File: config.mk
export PLATFORM = sky130hd
export DESIGN_NAME = rf_frontend_mode_control
export DESIGN_NICKNAME = d
export VERILOG_FILES = /design/src/logic/rf_mode_pkg.sv /design/src/logic/rf_frontend_mode_control.sv /design/src/logic/wake_tick.sv
export SDC_FILE = /design/constraint.sdc
export NUM_CORES = 1
export LEC_CHECK = 0
export ABC_AREA = 1
export BUFFER_PORTS_ARGS = -buffer_cell sky130_fd_sc_hd__buf_2
export CORE_MARGIN = 2
export CORE_UTILIZATION = 55
export DETAILED_ROUTE_END_ITERATION = 8
export GPL_ROUTABILITY_DRIVEN = 0
export PLACE_DENSITY_LB_ADDON = 0.1
export SETUP_SLACK_MARGIN = 0.5
export SLEW_MARGIN = 25
export SYNTH_ARGS = -nofsm -noshare
export SYNTH_HDL_FRONTEND = slang
export SYNTH_SLANG_ARGS = --single-unit
File: constraint.sdc
create_clock -name clk_sys_i -period 3.6 [get_ports clk_sys_i]
set_input_delay 0.18 -clock clk_sys_i [delete_from_list [all_inputs] [get_ports clk_sys_i]]
set_output_delay 0.18 -clock clk_sys_i [all_outputs]
set_load 0.01 [all_outputs]
File: src/logic/rf_mode_pkg.sv
// Package for the reader front end mode control block.
// Assumes a single 250 MHz system clock and a synchronous reset.
package rf_mode_pkg;

  // Clock rate and derived periods
  localparam int unsigned CLK_MHZ       = 250;
  localparam int unsigned WAKE_PERIOD_US = 100;
  localparam int unsigned WAKE_PERIOD_CYC = WAKE_PERIOD_US * CLK_MHZ;

  // Operation control field positions
  localparam int unsigned OP_EN_BIT     = 7;
  localparam int unsigned OP_RX_EN_BIT  = 6;
  localparam int unsigned OP_RX_CHN_BIT = 5;
  localparam int unsigned OP_RX_MAN_BIT = 4;
  localparam int unsigned OP_TX_EN_BIT  = 3;
  localparam int unsigned OP_WU_BIT     = 2;
  localparam logic [7:0]  OP_RESET      = 8'h00;

  // Driver segments
  localparam int unsigned SEG_COUNT     = 8;
  localparam logic [7:0]  NORM_RESET    = 8'hFF;
  localparam logic [7:0]  AM_RESET      = 8'h00;

  // Operation control word as the host writes it
  typedef struct packed {
    logic       osc_en;
    logic       rx_en;
    logic       rx_chn;
    logic       rx_man;
    logic       tx_en;
    logic       low_power_detect_mode;
    logic [1:0] spare;
  } op_ctrl_t;

  // Transmit configuration bits
  typedef struct packed {
    logic single_drive;
    logic antenna_output_choice;
    logic modulation_type_select;
    logic keying_fast_decay;
    logic slow_up;
  } tx_cfg_t;

  // Receive configuration bits
  typedef struct packed {
    logic amd_mixer;
    logic external_demod_bypass;
    logic pm_manual_pick;
  } rx_cfg_t;

  // Operating modes
  typedef enum logic [2:0] {
    MODE_DOWN  = 3'b001,
    MODE_READY = 3'b010,
    MODE_WAKE  = 3'b100
  } mode_t;

  // Depth calibration states
  typedef enum logic [2:0] {
    CAL_IDLE = 3'b001,
    CAL_MEAS = 3'b010,
    CAL_WAIT = 3'b100
  } cal_state_t;

endpackage

File: src/logic/rf_frontend_mode_control.sv
// Mode, transmitter and receiver control of an HF reader front end.
// Assumes host settings arrive as plain synchronous ports and that the
// analog side reports oscillator, measurement and depth results.
`timescale 1ns/1ns

// How it works
// Reset clears the operation control word; device sits in power-down.
// Settings ports accept writes in every mode, power-down included.
// Oscillator enable bit turns on crystal and regulators: ready mode.
// In ready mode, stable oscillator raises one interrupt pulse.
// Receiver and transmitter enables act independently.
// Only low-power bit set selects wake mode with periodic measurements.
// Wake measurement differing from reference raises an interrupt; the code raises it only when the distance exceeds wake_thresh_i.
// Single-drive bit leaves only one driver running.
// Eight weighted segments; normal level register defaults to all on.
// In single mode the antenna choice bit picks the active output.
// Modulation type bit picks AM or on-off keying.
// Keying stops carrier; fast decay tristates drivers instead.
// AM modulation uses the smaller modulated segment set.
// Depth calibration command searches the AM level for target depth.
// Host holds slow ramp 2 ms with transmitter off before enabling.
// Receiver powered while receiver enable bit is set.
// Channel bits pick AM, PM or both, and auto or manual choice.
// Receive-expected gates RSSI, AGC and data passed to framing.
// Mask timer expiry raises receive-expected; commands force it.
// Demodulator bit picks peak follower or synchronous mixer.
// Host picks mixer for fast subcarriers.
// Bypass bit routes receiver inputs past the demodulators.
// Oscillator and wake events set separate sticky status flags.
module rf_frontend_mode_control import rf_mode_pkg::*; #(
  parameter int unsigned WAKE_PERIOD = WAKE_PERIOD_CYC,
  parameter int unsigned MASK_W      = 16
) (
  // Clock and reset
  input  wire logic              clk_sys_i,
  input  wire logic              rst_i,
  // Host settings
  input  wire logic              op_wr_i,
  input  wire op_ctrl_t          op_data_i,
  input  wire tx_cfg_t           tx_cfg_i,
  input  wire rx_cfg_t           rx_cfg_i,
  input  wire logic              norm_wr_i,
  input  wire logic [7:0]        norm_data_i,
  input  wire logic [7:0]        depth_target_i,
  input  wire logic [7:0]        wake_ref_i,
  input  wire logic [7:0]        wake_thresh_i,
  input  wire logic [MASK_W-1:0] mask_len_i,
  // Host commands, one-cycle pulses
  input  wire logic              cal_cmd_i,
  input  wire logic              mask_start_i,
  input  wire logic              mask_cmd_i,
  input  wire logic              unmask_cmd_i,
  input  wire logic              osc_flag_clr_i,
  input  wire logic              wake_flag_clr_i,
  // Analog and framing side
  input  wire logic              osc_stable_i,
  input  wire logic              meas_done_i,
  input  wire logic [7:0]        meas_value_i,
  input  wire logic              depth_valid_i,
  input  wire logic [7:0]        depth_meas_i,
  input  wire logic              mod_i,
  input  wire logic              rx_digit_i,
  input  wire logic              framing_pick_pm_i,
  // Power and mode
  output op_ctrl_t               op_ctrl_o,
  output mode_t                  mode_o,
  output logic                   osc_on_o,
  output logic                   rc_osc_on_o,
  output logic                   meas_start_o,
  output logic                   irq_o,
  output logic                   osc_flag_o,
  output logic                   wake_flag_o,
  // Transmitter
  output logic [SEG_COUNT-1:0]   driver_out_a_seg_o,
  output logic [SEG_COUNT-1:0]   driver_out_b_seg_o,
  output logic                   driver_out_a_oe_o,
  output logic                   driver_out_b_oe_o,
  output logic [7:0]             am_level_o,
  output logic                   cal_busy_o,
  output logic                   depth_req_o,
  output logic                   supply_collapse_o,
  // Receiver
  output logic                   rx_power_o,
  output logic                   am_chan_on_o,
  output logic                   pm_chan_on_o,
  output logic                   use_pm_o,
  output logic                   rx_on_o,
  output logic                   rssi_agc_en_o,
  output logic                   rx_data_o,
  output logic                   mixer_sel_o,
  output logic                   demod_bypass_o
);

  // Refused at elaboration: counter width must lie between 1 and 32 bits
  if (MASK_W < 1 || MASK_W > 32) begin
    $error("MASK_W out of range");
  end

  ////////////////////////////////////////////////////////////////////////
  // Settings storage

  op_ctrl_t   op_ctrl;
  logic [7:0] norm_level;

  // Ports stay live in every mode so setup can precede power-up
  always_ff @(posedge clk_sys_i) begin
    if (rst_i) begin
      op_ctrl    <= op_ctrl_t'(OP_RESET);
      norm_level <= NORM_RESET;
    end else begin
      if (op_wr_i) op_ctrl <= op_data_i;
      if (norm_wr_i) norm_level <= norm_data_i;
    end
  end

  ////////////////////////////////////////////////////////////////////////
  // Mode decode

  mode_t mode;
  mode_t next_mode;
  wire   only_wu = op_ctrl.low_power_detect_mode && !op_ctrl.osc_en &&
                   !op_ctrl.rx_en && !op_ctrl.rx_chn && !op_ctrl.rx_man &&
                   !op_ctrl.tx_en && (op_ctrl.spare == 2'b00);

  assign next_mode = op_ctrl.osc_en ? MODE_READY :
                     only_wu        ? MODE_WAKE  :
                                      MODE_DOWN;

  always_ff @(posedge clk_sys_i) begin
    if (rst_i) mode <= MODE_DOWN;
    else       mode <= next_mode;
  end

  wire in_ready = (mode == MODE_READY);
  wire in_wake  = (mode == MODE_WAKE);

  ////////////////////////////////////////////////////////////////////////
  // Oscillator stable and wake detection events

  logic stable_seen;
  logic wake_hit;
  logic [7:0] diff;

  // Absolute distance from the stored reference
  assign diff = (meas_value_i > wake_ref_i) ? meas_value_i - wake_ref_i
                                            : wake_ref_i - meas_value_i;
  assign wake_hit = in_wake && meas_done_i && (diff > wake_thresh_i);

  wire osc_evt = in_ready && osc_stable_i && !stable_seen;

  // One event per ready entry; leaving ready rearms it
  always_ff @(posedge clk_sys_i) begin
    if (rst_i || !in_ready) stable_seen <= 1'b0;
    else if (osc_stable_i)  stable_seen <= 1'b1;
  end

  // Sticky flags; a new event wins over a clear in the same cycle
  always_ff @(posedge clk_sys_i) begin
    if (rst_i) begin
      osc_flag_o  <= 1'b0;
      wake_flag_o <= 1'b0;
      irq_o       <= 1'b0;
    end else begin
      osc_flag_o  <= osc_evt  | (osc_flag_o  & ~osc_flag_clr_i);
      wake_flag_o <= wake_hit | (wake_flag_o & ~wake_flag_clr_i);
      irq_o       <= osc_evt | wake_hit;
    end
  end

  wake_tick #(
    .PERIOD (WAKE_PERIOD)
  ) u_wake (
    .clk_sys_i (clk_sys_i),
    .rst_i     (rst_i),
    .run_i     (in_wake),
    .tick_o    (meas_start_o)
  );

  assign op_ctrl_o   = op_ctrl;
  assign mode_o      = mode;
  assign osc_on_o    = in_ready;
  assign rc_osc_on_o = in_wake;

  ////////////////////////////////////////////////////////////////////////
  // Depth calibration: binary search, one bit per measurement

  cal_state_t cal_state;
  logic [7:0] am_level;
  logic [7:0] trial_bit;
  wire        cal_go  = cal_cmd_i && cal_state == CAL_IDLE;
  wire        keep_it = depth_meas_i >= depth_target_i;

  always_ff @(posedge clk_sys_i) begin
    if (rst_i) begin
      cal_state <= CAL_IDLE;
      am_level  <= AM_RESET;
      trial_bit <= 8'h00;
    end else begin
      unique case (cal_state)
        CAL_IDLE: begin
          if (cal_go) begin
            am_level  <= 8'h80;
            trial_bit <= 8'h80;
            cal_state <= CAL_MEAS;
          end
        end
        CAL_MEAS: cal_state <= CAL_WAIT;
        CAL_WAIT: begin
          if (depth_valid_i) begin
            am_level  <= (keep_it ? am_level : am_level & ~trial_bit) |
                         (trial_bit >> 1);
            trial_bit <= trial_bit >> 1;
            cal_state <= (trial_bit == 8'h01) ? CAL_IDLE : CAL_MEAS;
          end
        end
        default: cal_state <= CAL_IDLE;
      endcase
    end
  end

  assign am_level_o  = am_level;
  assign cal_busy_o  = (cal_state != CAL_IDLE);
  assign depth_req_o = (cal_state == CAL_MEAS);

  ////////////////////////////////////////////////////////////////////////
  // Driver segments and enables

  wire        tx_on = op_ctrl.tx_en && in_ready;
  wire        keying = !tx_cfg_i.modulation_type_select;
  wire [7:0]  seg_mod = keying ? 8'h00 : (am_level & norm_level);
  wire [7:0]  seg_sel = !tx_on ? 8'h00 : mod_i ? seg_mod : norm_level;
  wire        tristate = tx_on && mod_i && keying &&
                         tx_cfg_i.keying_fast_decay;
  wire        use_a = !tx_cfg_i.single_drive ||
                      !tx_cfg_i.antenna_output_choice;
  wire        use_b = !tx_cfg_i.single_drive ||
                      tx_cfg_i.antenna_output_choice;

  // Registered so segment lines never glitch on setting changes
  always_ff @(posedge clk_sys_i) begin
    if (rst_i) begin
      driver_out_a_seg_o <= '0;
      driver_out_b_seg_o <= '0;
      driver_out_a_oe_o  <= 1'b0;
      driver_out_b_oe_o  <= 1'b0;
    end else begin
      driver_out_a_seg_o <= use_a ? seg_sel : 8'h00;
      driver_out_b_seg_o <= use_b ? seg_sel : 8'h00;
      driver_out_a_oe_o  <= use_a && tx_on && !tristate;
      driver_out_b_oe_o  <= use_b && tx_on && !tristate;
    end
  end

  // Driver rail collapses while ramp mode waits with transmitter off
  assign supply_collapse_o = tx_cfg_i.slow_up && !op_ctrl.tx_en;

  ////////////////////////////////////////////////////////////////////////
  // Receiver channels and demodulator selection

  assign rx_power_o     = op_ctrl.rx_en;
  assign am_chan_on_o   = rx_power_o && (!op_ctrl.rx_chn ||
                          !rx_cfg_i.pm_manual_pick);
  assign pm_chan_on_o   = rx_power_o && (!op_ctrl.rx_chn ||
                          rx_cfg_i.pm_manual_pick);
  assign mixer_sel_o    = rx_cfg_i.amd_mixer;
  assign demod_bypass_o = rx_cfg_i.external_demod_bypass;

  // Auto pick only when both channels run and manual mode is off
  always_ff @(posedge clk_sys_i) begin
    if (rst_i) use_pm_o <= 1'b0;
    else if (op_ctrl.rx_chn) use_pm_o <= rx_cfg_i.pm_manual_pick;
    else if (op_ctrl.rx_man) use_pm_o <= rx_cfg_i.pm_manual_pick;
    else use_pm_o <= framing_pick_pm_i;
  end

  ////////////////////////////////////////////////////////////////////////
  // Receive mask timer and receive-expected level

  logic [MASK_W-1:0] mask_cnt;
  logic              mask_run;
  logic              rx_on;
  wire               mask_end = mask_run && (mask_cnt == '0);

  // Commands take priority over the timer; a zero length expires at once
  always_ff @(posedge clk_sys_i) begin
    if (rst_i) begin
      mask_cnt <= '0;
      mask_run <= 1'b0;
      rx_on    <= 1'b0;
    end else if (mask_cmd_i) begin
      mask_run <= 1'b0;
      rx_on    <= 1'b0;
    end else if (unmask_cmd_i) begin
      mask_run <= 1'b0;
      rx_on    <= 1'b1;
    end else if (mask_start_i) begin
      mask_cnt <= mask_len_i;
      mask_run <= 1'b1;
      rx_on    <= 1'b0;
    end else if (mask_end) begin
      mask_run <= 1'b0;
      rx_on    <= 1'b1;
    end else if (mask_run) begin
      mask_cnt <= mask_cnt - 1'b1;
    end
  end

  assign rx_on_o       = rx_on;
  assign rssi_agc_en_o = rx_on && rx_power_o;
  assign rx_data_o     = rx_on && rx_power_o && rx_digit_i;
endmodule

File: src/logic/wake_tick.sv
// Wake-up timer: periodic one-cycle tick while enabled.
// Assumes the enable is a level from the mode logic.
`timescale 1ns/1ns
module wake_tick import rf_mode_pkg::*; #(
  parameter int unsigned PERIOD = WAKE_PERIOD_CYC
) (
  // Clock and reset
  input  wire logic clk_sys_i,
  input  wire logic rst_i,
  // Control and tick
  input  wire logic run_i,
  output logic      tick_o
);

  // Refused at elaboration: a period below two never wraps
  if (PERIOD < 2) begin
    $error("wake_tick: PERIOD must be at least 2");
  end

  localparam int unsigned CW = $clog2(PERIOD);
  localparam logic [CW-1:0] LAST = CW'(PERIOD - 1);

  logic [CW-1:0] count;
  wire           at_end = (count == LAST);

  // Restarts from zero each time the mode is entered
  always_ff @(posedge clk_sys_i) begin
    if (rst_i || !run_i) begin
      count  <= '0;
      tick_o <= 1'b0;
    end else begin
      count  <= at_end ? '0 : count + 1'b1;
      tick_o <= at_end;
    end
  end

endmodule
==> results of run 1 <==
registers in the layout, summed over array words and instances, names as in the netlist:
name,cells
mask_cnt,16
u_wake.count,15
am_level_o,8
driver_out_a_seg_o,8
driver_out_b_seg_o,8
norm_level,8
trial_bit,8
op_ctrl_o,7
cal_state,3
mode_o,3
driver_out_a_oe_o,1
driver_out_b_oe_o,1
irq_o,1
mask_run,1
osc_flag_o,1
rx_on_o,1
rx_power_o,1
stable_seen,1
u_wake.tick_o,1
use_pm_o,1
wake_flag_o,1
metal layers:
metal  up-vias  track usage
met5         -            0
met3        22       0.0517
met4         0       0.0901
met1      2416        0.276
li1       2809            -
met2       161        0.420
cell usage in the layout, fill, tap and decap left out, types with 4 or more instances in the layout:
cell                         n
sky130_fd_sc_hd__nor2_2      4
sky130_fd_sc_hd__buf_2     146
sky130_fd_sc_hd__a21oi_1    54
sky130_fd_sc_hd__nand2_2     7
sky130_fd_sc_hd__ha_1       33
sky130_fd_sc_hd__inv_1     108
sky130_fd_sc_hd__clkbuf_8    9
sky130_fd_sc_hd__a21oi_2     5
sky130_fd_sc_hd__nand3_1    46
sky130_fd_sc_hd__nor2_1    111
sky130_fd_sc_hd__nand4_1     7
sky130_fd_sc_hd__nand2_1   189
sky130_fd_sc_hd__o21ai_0    29
sky130_fd_sc_hd__xor2_1     11
sky130_fd_sc_hd__o211ai_1   13
sky130_fd_sc_hd__nor3_1     11
sky130_fd_sc_hd__xnor2_1     4
sky130_fd_sc_hd__a31o_2      5
sky130_fd_sc_hd__dfxtp_1    95
sky130_fd_sc_hd__nor4_1      5
power by group through the flow:
stage | Clock, mW | Sequential [mW] | Combinational, mW
finish | 0.706 | 1.12 | 0.596
global route | 0.766 | 1.12 | 0.677
CTS | 0.723 | 1.12 | 0.594
detailed placement | 0 | 1.14 | 0.589
global placement | 0 | 1.14 | 0.567
floorplan | 0 | 1.14 | 0.426
per-stage QoR:
stage	std cells	hold slack (ns)	power, mW	area, um2	util
6_report	1070	0.0127	2.42	6430	0.664
5_1_grt	1070	0.0139	2.57	6430	0.664
4_1_cts	1070	0.00188	2.43	6430	0.664
3_5_place_dp	1052	0.360	1.73	6210	0.641
3_3_place_gp	1052	0.360	1.71	6210	0.641
2_1_floorplan	795	0.272	1.57	5440	-
repair_timing:
item,CTS,global route
gates resized for setup,0,0
endpoints found under the setup margin,0,0
buffers inserted,0,0
hold endpoints to repair,3,0
hold buffers,2,0
path summary, 6_finish.rpt:
| path | from | endpoint | slack (ns) | cells after the start |
|---|---|---|---|---|
| setup / recovery | meas_value_i[0] | irq_o | 1.28 | 20 |
| setup reg to reg | mask_cnt[0] | mask_cnt[11] | 1.88 | 11 |
| hold / removal | norm_data_i[3] | norm_level[3] | 0.01 | 3 |
| hold reg to reg | u_wake.count[0] | u_wake.count[0] | 0.46 | 1 |
cell families (layout without fill, tap and decap cells):
group / count (synthesis) / in the layout / share of synthesized area
and+or+nand+nor: 395 / 395 / 0.312
buffers and inverters: 135 / 277 / 0.102
AOI/OAI and AO/OA: 120 / 120 / 0.129
DFF: 95 / 95 / 0.350
adders and majority gates: 35 / 35 / 0.0833
xor gates and xnor gates: 15 / 15 / 0.0241
final cells by class:
class | count | area [um2] | share of cell area
clock buffer | 9 | 124 | 0.0193
multi-input combinational | 565 | 2980 | 0.464
sequential | 95 | 1900 | 0.296
inverter | 112 | 420 | 0.0654
clock inverter | 7 | 73.8 | 0.0115
tap | 133 | 166 | 0.0259
timing repair buffer | 149 | 758 | 0.118
worst max-delay path: cells and delay by family:
kind / cells / cell delay [ns]
fa+ha+maj: 3 / 0.84
buf+inv: 4 / 0.27
compound gates: 6 / 0.67
simple gates: 7 / 0.65
==> results.sh, run 1 <==
export IMPL_share_comb_of_total_power=0.246
export IMPL_dp_hpwl_mm=9.73
export IMPL_synth_seq_area_share=0.350
export IMPL_layout_min_cycle_time_ns=2.32
export IMPL_clock_tree_from_tritoncts="built"
export IMPL_post_synth_instance_area_um2=5440
export IMPL_p_sw_frac=0.339
export IMPL_synthFlopType="sky130_fd_sc_hd__dfxtp_1"
export IMPL_detail_routed_net_length_per_standard_cell_um=11.8
export IMPL_share_of_final_layout_standard_cells_stronger_than_drive_strength_1=0.211
export IMPL_clock_network_fraction_of_design_power=0.292
export IMPL_io_pins=151
export IMPL_critical_path_most_common_cell="sky130_fd_sc_hd__nand2_1"
export IMPL_die_height_um=103
export IMPL_rows=36
export IMPL_critical_path_max_fanout=9
export IMPL_via_count=5408
export IMPL_slew_violations=0
export IMPL_post_synth_inst_count=795
export IMPL_synthesis_area_per_instance_um2=6.84
export IMPL_synth_edff_count=0
export IMPL_maxClockFrequency_mhz=431
export IMPL_synthesis_nets=926
export IMPL_total_number_of_clock_tree_sinks=95
export IMPL_critical_path_max_stage_delay_ns=0.42
export IMPL_synthDistinctLibCells=44
export IMPL_yosys_top_cells_count="sky130_fd_sc_hd__nand2_1 (189), sky130_fd_sc_hd__nor2_1 (111), sky130_fd_sc_hd__inv_1 (108), sky130_fd_sc_hd__dfxtp_1 (95), sky130_fd_sc_hd__a21oi_1 (54)"
export IMPL_area_growth_synth_to_final_pct=18.1
export IMPL_detailedRoute_firstIterationViolations=165
export IMPL_synth_ff_latch_count=95
export IMPL_dr_pass1_iters=5
export IMPL_dr_max_layer_used="met4"
export IMPL_postRouteWirelength_mm=12.6
export IMPL_max_cap_violations=0
export IMPL_pnr_worst_setup_slack_ns=1.28
export IMPL_fillerInstances=904
export IMPL_max_slew_margin=0.557
export IMPL_worst_path_max_delay_cell="sky130_fd_sc_hd__fa_1"
export IMPL_antenna_cells_inserted=0
export IMPL_cp_data_required_time_ns=3.89
export IMPL_grt_remaining_overflow=0
export IMPL_power_per_cell_area_nw_per_um2=377
export IMPL_post_route_drc_count=0
export IMPL_floorplan_initialDensity=0.562
export IMPL_met1Wirelength_mm=5.48
export IMPL_clock_buffers_created_by_tritoncts=9
export IMPL_p_switching_mw=0.819
export IMPL_top_area_cell_type_share_of_the_netlist_area=0.350
export IMPL_worst_hold_path_type="primary input to register"
export IMPL_tightest_slew_ns=0.665
export IMPL_maximum_level_of_the_cts_h_tree=3
export IMPL_worst_ir_drop_vdd_v=0.000221
export IMPL_finalHoldViolCount=0
export IMPL_synthTopCellsByArea="sky130_fd_sc_hd__dfxtp_1 (35%), sky130_fd_sc_hd__nand2_1 (13%), sky130_fd_sc_hd__nor2_1 (7.7%)"
export IMPL_route_met3_wl_um=770
export IMPL_critical_path_endpoint_type="register"
export IMPL_postRouteAntennaNets=0
export IMPL_cts_root_buf="sky130_fd_sc_hd__clkbuf_8"
export IMPL_crit_type="primary input to register"
export IMPL_clock_skew_final_ns=0.0120
export IMPL_antenna_found_initial=0
export IMPL_largest_net_degree_at_the_start_of_global_routing=34
export IMPL_clkSlewWorstSetupHoldPaths_ns=0.11
export IMPL_outcome="completed"
export IMPL_setup_tns_ns=0
export IMPL_crit_path_start_kind="primary input"
export IMPL_timing_critical_path_cells="buf_2, inv_1, ha_1, inv_1, fa_1, nand3_1, nand2_1, nand2_1, o211ai_1, nand2_2, o21ai_0, o21ai_0, inv_1, ha_1, nand2_1, o21ai_0, nand2_1, o211ai_1, nand2_1, a21oi_1"
export IMPL_num_nets_final=1063
export IMPL_setup_viol_count_final=0
export IMPL_pre_cts_slack_ns=0.890
export IMPL_leakagePower_nw=3.25
export IMPL_synth_largest_area_cell="sky130_fd_sc_hd__dfxtp_1"
export IMPL_wl_met2_mm=6.12
export IMPL_maximum_buffer_depth_of_the_clock_tree=2
export IMPL_yosysWarnings=0
export IMPL_insertion_delay_ns=0.38
export IMPL_seq_power_share=0.462
export IMPL_worstPathArrival_ns=2.61
export IMPL_grt_pass1_vias=4875
export IMPL_grt_first_pass_wirelength_mm=20.3
export IMPL_groute_usage_overall=0.236
export IMPL_power_internal_mw=1.60
export IMPL_detail_route_vias_per_cell=5.05
export IMPL_fin_crit_sh=0.644
export IMPL_core_region_area_um2=9680
export IMPL_count_of_input_and_output_buffers=146
export IMPL_die_x_um=103
export IMPL_synth_most_common_cell="sky130_fd_sc_hd__nand2_1"
export IMPL_async_reset_ff_frac=0
export IMPL_die_area_um2=10700
export IMPL_rsz0062_at_grt="no"
No activity file was read; power rests on OpenSTA's default activity.
==> run 2, diff against run 1 <==
CORE_UTILIZATION = 48   (was 55)
clock period = 2 ns   (was 3.6 ns; I/O delays follow)
==> run 2 against run 1 <==
Effect of this change:
- register-to-register slack got worse by 1.4 ns
- critical path depth did not move
- sequential share of layout area fell by 3.5 points
- critical path type unchanged
==> results.sh, run 2 (same netlist as run 1, synthesis figures left out) <==
export IMPL_outcome="completed"
export IMPL_num_nets_final=1124
export IMPL_endpoint="irq_o"
export IMPL_rsz0062_at_grt="yes"
export IMPL_fillerInstances=932
export IMPL_r2r_cells=9
export IMPL_finalHoldViolCount=0
export IMPL_groute_usage_overall=0.219
export IMPL_maximum_level_of_the_cts_h_tree=3
export IMPL_critical_path_buf_inv_count=4
export IMPL_p_switching_mw=1.54
export IMPL_via_count=5630
export IMPL_final_common_cell="sky130_fd_sc_hd__nand2_1"
export IMPL_die_x_um=110
export IMPL_critical_path_most_common_cell="sky130_fd_sc_hd__nand2_1"
export IMPL_critical_path_max_fanout=5
export IMPL_max_slew_margin=0.708
export IMPL_pnr_worst_setup_slack_ns=0.00669
export IMPL_postLayoutCoreUtil=0.674
export IMPL_clock_buffers_created_by_tritoncts=9
export IMPL_worst_path_max_delay_cell="sky130_fd_sc_hd__fa_2"
export IMPL_maximum_buffer_depth_of_the_clock_tree=2
export IMPL_p_sw_frac=0.311
export IMPL_power_internal_mw=3.41
export IMPL_detail_route_vias_per_cell=4.95
export IMPL_cp_data_required_time_ns=2.27
export IMPL_grt_remaining_overflow=0
export IMPL_path_delay_family="adder cells"
export IMPL_area_growth_synth_to_final_pct=35.5
export IMPL_worst_ir_drop_vdd_v=0.000464
export IMPL_crit_path_start_kind="primary input"
export IMPL_tightest_slew_ns=0.433
export IMPL_dr_pass1_iters=4
export IMPL_layout_cells_most_common_list="sky130_fd_sc_hd__nand2_1 (181), sky130_fd_sc_hd__buf_2 (146), sky130_fd_sc_hd__nor2_1 (100), sky130_fd_sc_hd__inv_1 (98), sky130_fd_sc_hd__dfxtp_1 (85)"
export IMPL_largest_net_degree_at_the_start_of_global_routing=35
export IMPL_clock_network_fraction_of_design_power=0.325
export IMPL_io_pins=151
export IMPL_floorplan_initialDensity=0.497
export IMPL_grt_first_pass_wirelength_mm=22.7
export IMPL_setup_worst_path_start="meas_value_i[0]"
export IMPL_antenna_found_initial=0
export IMPL_count_of_input_and_output_buffers=146
export IMPL_maxClockFrequency_mhz=502
export IMPL_postRouteAntennaNets=0
export IMPL_max_cap_violations=0
export IMPL_rr_startpoint="u_wake.count[3]"
export IMPL_total_number_of_clock_tree_sinks=95
export IMPL_post_route_drc_count=0
export IMPL_final_cell_count_without_fillers=1137
export IMPL_antenna_cells_inserted=0
export IMPL_dp_cells=1084
export IMPL_layout_min_cycle_time_ns=1.99
export IMPL_postRouteWirelength_mm=14.0
export IMPL_worst_hold_path_type="primary input to register"
export IMPL_slew_violations=0
export IMPL_crit_type="primary input to register"
export IMPL_die_area_um2=12200
export IMPL_leakagePower_nw=3.62
export IMPL_cts_root_buf="sky130_fd_sc_hd__clkbuf_16"
export IMPL_dp_hpwl_mm=10.3
export IMPL_clkSlewWorstSetupHoldPaths_ns=0.06
export IMPL_largest_register_ff_count=16
export IMPL_largest_registers="mask_cnt x16, u_wake.count x15"
export IMPL_timing_critical_path_cells="buf_12, inv_12, ha_4, inv_2, fa_2, nand3_2, nand2_2, nand2_1, o211ai_1, nand2_2, o21ai_1, o21ai_1, inv_1, ha_1, nand2_1, o21ai_1, nand2_1, o211ai_1, nand2_1, a21oi_1"
export IMPL_critical_path_depth=20
export IMPL_core_region_area_um2=10900
export IMPL_critical_path_max_stage_delay_ns=0.35
export IMPL_largest_register_by_flop_count="mask_cnt"
export IMPL_share_comb_of_total_power=0.268
export IMPL_critical_path_endpoint_type="register"
export IMPL_grt_pass1_vias=5182
export IMPL_share_of_final_layout_standard_cells_stronger_than_drive_strength_1=0.312
export IMPL_detailedRoute_firstIterationViolations=223
export IMPL_crit_reg2reg_capture="u_wake.count[14]"
export IMPL_seq_power_share=0.408
export IMPL_setup_viol_count_final=0
export IMPL_rows=38
export IMPL_power_per_cell_area_nw_per_um2=672
export IMPL_setup_reg_to_reg_worst_slack_ns=0.50
export IMPL_fin_crit_sh=0.997
export IMPL_clock_skew_final_ns=0.0127
export IMPL_pre_cts_slack_ns=-0.470
export IMPL_detail_routed_net_length_per_standard_cell_um=12.3
export IMPL_insertion_delay_ns=0.34
export IMPL_die_height_um=110
export IMPL_worstPathArrival_ns=2.26
export IMPL_clock_tree_from_tritoncts="built"
==> run 2: cell types whose count changed in the layout (fill, tap and decap cells not counted), moves of 8 or more <==
cell                            previous run  this run
sky130_fd_sc_hd__nor2_1                  111       100
sky130_fd_sc_hd__buf_4                     1        48
sky130_fd_sc_hd__dfxtp_1                  95        85
sky130_fd_sc_hd__dfxtp_2                   0         8
sky130_fd_sc_hd__ha_4                      0         9
sky130_fd_sc_hd__clkbuf_16                 0         9
sky130_fd_sc_hd__clkbuf_8                  9         0
sky130_fd_sc_hd__dlygate4sd3_1             2        12
sky130_fd_sc_hd__o21ai_0                  29        20
sky130_fd_sc_hd__inv_1                   108        98
sky130_fd_sc_hd__ha_1                     33        23
sky130_fd_sc_hd__nand2_1                 189       181
==> run 2: worst min-delay path by stage <==
stage          depth (start not counted)  slack (ns)    startpoint           endpoint
6_report                               3        0.01  op_data_i[0]       op_ctrl_o[0]
3_3_place_gp                           0        0.20   rx_cfg_i[1]     demod_bypass_o
4_1_cts                                3      0.0009  op_data_i[0]       op_ctrl_o[0]
5_1_grt                                3       0.007    mask_cmd_i            rx_on_o
3_5_place_dp                           0        0.20   rx_cfg_i[1]     demod_bypass_o
2_1_floorplan                          1        0.19   tx_cfg_i[1]  driver_out_a_oe_o
==> run 2: cell type report <==
cell class,instances,area [um2],share of cell area
Tap cell,140,175,0.0238
Clock buffer,9,225,0.0306
Multi-Input combinational cell,566,3310,0.448
Sequential cell,95,1920,0.260
Inverter,112,439,0.0596
Timing Repair Buffer,209,1250,0.170
Clock inverter,6,52.6,0.00713
==> run 2: through the flow <==
| step | total power, mW | setup TNS [ns] | instance area, um2 | hold WS (ns) |
|---|---|---|---|---|
| after floorplan | 2.84 | -0.228 | 5510 | 0.192 |
| after global placement | 3.15 | -0.802 | 6460 | 0.200 |
| after detailed placement | 3.18 | -0.935 | 6460 | 0.200 |
| after CTS | 4.88 | 0 | 7080 | 0.000898 |
| after global routing | 5.24 | -0.368 | 7370 | 0.00721 |
| final | 4.95 | 0 | 7370 | 0.0105 |
==> run 2: power by group through the flow <==
stage / combinational, mW / clock, mW / sequential, mW
global route: 1.49 / 1.73 / 2.03
finish: 1.32 / 1.61 / 2.02
detailed placement: 1.12 / 0 / 2.06
CTS: 1.21 / 1.65 / 2.02
global placement: 1.10 / 0 / 2.05
floorplan: 0.784 / 0 / 2.05
==> run 2: repair_timing <==
item / in CTS / in global routing
pin swaps: 21 / 23
setup buffers: 8 / 16
hold buffers: 12 / 0
endpoints found under the setup margin: 46 / 40
hold endpoints to repair: 13 / 0
cloned: 1 / 1
gates resized for setup: 43 / 46
==> run 2: layer usage <==
layer / global-route usage / part of all wire / vias to the layer above
met4: 0.0650 / 0.013 / 0
li1: - / - / 2937
met1: 0.277 / 0.45 / 2524
met5: 0 / 0 / -
met2: 0.382 / 0.48 / 155
met3: 0.0390 / 0.052 / 14
==> run 2: tightest hold or removal path, cell delays in order <==
cell,delay (ns)
sky130_fd_sc_hd__buf_2,0.08
sky130_fd_sc_hd__nor2_1,0.04
sky130_fd_sc_hd__nor2_1,0.08
==> run 3, diff against run 2 <==
PLACE_DENSITY_LB_ADDON = 0.15   (was 0.1)
==> run 3 against run 2 <==
Effect of this change:
- the flow now finishes with violations (negative setup slack)
- final cell count increased by 0.70%
- clock skew decreased by 0.0023 ns
- count of clock-buffer cells in the layout unchanged
- flip-flop and latch count unchanged
- non-clock buffer count increased by 7
- die area unchanged
- largest cell class unchanged
- largest power group unchanged
- highest routed layer is now met5
==> results.sh, run 3 (same netlist as run 1, synthesis figures left out) <==
export IMPL_clock_skew_final_ns=0.0105
export IMPL_rows=38
export IMPL_share_of_final_layout_standard_cells_stronger_than_drive_strength_1=0.341
export IMPL_largest_register_by_flop_count="mask_cnt"
export IMPL_worst_ir_drop_vdd_v=0.000639
export IMPL_io_pins=151
export IMPL_largest_register_ff_count=16
export IMPL_timing_critical_path_cells="buf_8, inv_12, ha_4, inv_4, fa_2, nand3_2, nand2_2, nand2_2, o211ai_1, nand2_2, o21ai_1, o21ai_1, inv_1, ha_1, nand2_2, o21ai_2, nand2_1, o211ai_1, nand2_1, a21oi_1"
export IMPL_max_slew_margin=0.708
export IMPL_setup_viol_count_final=2
export IMPL_layout_min_cycle_time_ns=2.11
export IMPL_pre_cts_slack_ns=-0.424
export IMPL_largest_net_degree_at_the_start_of_global_routing=26
export IMPL_finalInstanceArea_um2=7600
export IMPL_grt_first_pass_wirelength_mm=22.7
export IMPL_setup_tns_ns=-0.189
export IMPL_antenna_found_initial=1
export IMPL_fillerInstances=945
export IMPL_num_nets_final=1131
export IMPL_critical_path_most_common_cell="sky130_fd_sc_hd__nand2_2"
export IMPL_critical_path_max_fanout=7
export IMPL_rsz0062_at_grt="yes"
export IMPL_postRouteWirelength_mm=13.8
export IMPL_dp_cells=1092
export IMPL_core_region_area_um2=10900
export IMPL_grt_pass1_vias=5116
export IMPL_pnr_worst_setup_slack_ns=-0.110
export IMPL_detailedRoute_firstIterationViolations=237
export IMPL_outcome="finished with violations"
export IMPL_path_delay_family="adder cells"
export IMPL_clkSlewWorstSetupHoldPaths_ns=0.07
export IMPL_largest_registers="mask_cnt x16, u_wake.count x15"
export IMPL_crit_path_start_kind="primary input"
export IMPL_post_route_drc_count=0
export IMPL_max_cap_violations=0
export IMPL_maximum_level_of_the_cts_h_tree=3
export IMPL_postLayoutCoreUtil=0.695
export IMPL_floorplan_initialDensity=0.497
export IMPL_slew_violations=0
export IMPL_critical_path_endpoint_type="register"
export IMPL_placedInstanceArea_um2=6520
export IMPL_total_number_of_clock_tree_sinks=95
export IMPL_via_count=5623
export IMPL_die_height_um=110
export IMPL_detail_route_vias_per_cell=4.91
export IMPL_maxClockFrequency_mhz=474
export IMPL_dp_hpwl_mm=9.99
export IMPL_clock_buffers_created_by_tritoncts=9
export IMPL_power_per_cell_area_nw_per_um2=687
export IMPL_layout_cells_most_common_list="sky130_fd_sc_hd__nand2_1 (167), sky130_fd_sc_hd__buf_2 (145), sky130_fd_sc_hd__inv_1 (95), sky130_fd_sc_hd__nor2_1 (91), sky130_fd_sc_hd__dfxtp_1 (88)"
export IMPL_final_cell_count_without_fillers=1145
export IMPL_violations="negative setup slack"
export IMPL_tightest_slew_ns=0.437
export IMPL_clock_tree_from_tritoncts="built"
export IMPL_maximum_buffer_depth_of_the_clock_tree=2
export IMPL_groute_usage_overall=0.217
export IMPL_count_of_input_and_output_buffers=146
export IMPL_critical_path_buf_inv_count=4
export IMPL_worst_path_max_delay_cell="sky130_fd_sc_hd__fa_2"
export IMPL_detail_routed_net_length_per_standard_cell_um=12.1
export IMPL_area_growth_synth_to_final_pct=39.6
export IMPL_die_x_um=110
export IMPL_grt_remaining_overflow=0
export IMPL_final_common_cell="sky130_fd_sc_hd__nand2_1"
export IMPL_postRouteAntennaNets=0
export IMPL_worstPathArrival_ns=2.38
export IMPL_finalHoldViolCount=0
export IMPL_crit_type="primary input to register"
export IMPL_leakagePower_nw=3.76
export IMPL_cp_data_required_time_ns=2.27
export IMPL_die_area_um2=12200
export IMPL_insertion_delay_ns=0.34
export IMPL_worst_hold_path_type="primary input to register"
export IMPL_dr_pass1_iters=5
export IMPL_antenna_cells_inserted=0
export IMPL_cts_root_buf="sky130_fd_sc_hd__clkbuf_16"
export IMPL_critical_path_max_stage_delay_ns=0.37
export IMPL_fin_crit_sh=1.06
-- run 3: layout make-up --
| class | instances | area (um2) | area share |
|---|---|---|---|
| well taps | 140 | 175 | 0.0231 |
| clock inverters | 7 | 95.1 | 0.0125 |
| flip-flops and latches | 95 | 1910 | 0.252 |
| repair buffers | 216 | 1340 | 0.176 |
| clock buffers | 9 | 225 | 0.0296 |
| multi-input cells | 566 | 3410 | 0.449 |
| inverters | 112 | 442 | 0.0581 |
-- run 3: stage by stage --
stage | hold slack, ns | power (mW)
4_1_cts | 0.00628 | 5.09
3_3_place_gp | 0.200 | 3.18
6_report | 0.0131 | 5.22
2_1_floorplan | 0.192 | 2.84
3_5_place_dp | 0.200 | 3.19
5_1_grt | 0.0287 | 5.53
-- run 3: timing repair --
action                                 4_1_cts  5_1_grt
hold buffers                                14        0
endpoints found under the hold margin       15        0
gates cloned                                 0        2
resized for setup                           37       81
pin swaps                                   22       29
buffers inserted                            13        8
setup endpoints to repair                   22       59
-- run 3: tightest hold or removal path: stages --
cell and delay [ns]:
sky130_fd_sc_hd__buf_2 0.07, sky130_fd_sc_hd__inv_1 0.03, sky130_fd_sc_hd__nand2_1 0.05, sky130_fd_sc_hd__a21oi_1 0.06
-- run 3: power by group --
part	switching (mW)	internal, mW
sequential	0.0648	1.96
combinational	0.757	0.634
clock	0.798	1.01
-- run 3: worst paths after layout --
path	cells past startpoint	to	from	slack, ns
setup reg to reg	10	mask_cnt[7]	mask_cnt[0]	0.50
hold / removal	4	osc_flag_o	osc_flag_clr_i	0.01
setup / recovery	20	wake_flag_o	meas_value_i[0]	-0.11
hold reg to reg	2	trial_bit[0]	trial_bit[0]	0.46
-- run 3: metal layers --
metal	up-vias	global-route usage	routed length [um]
met5	-	0	13
met4	2	0.0550	200
met3	19	0.0488	867
met2	173	0.362	6430
met1	2466	0.284	6290
li1	2963	-	-
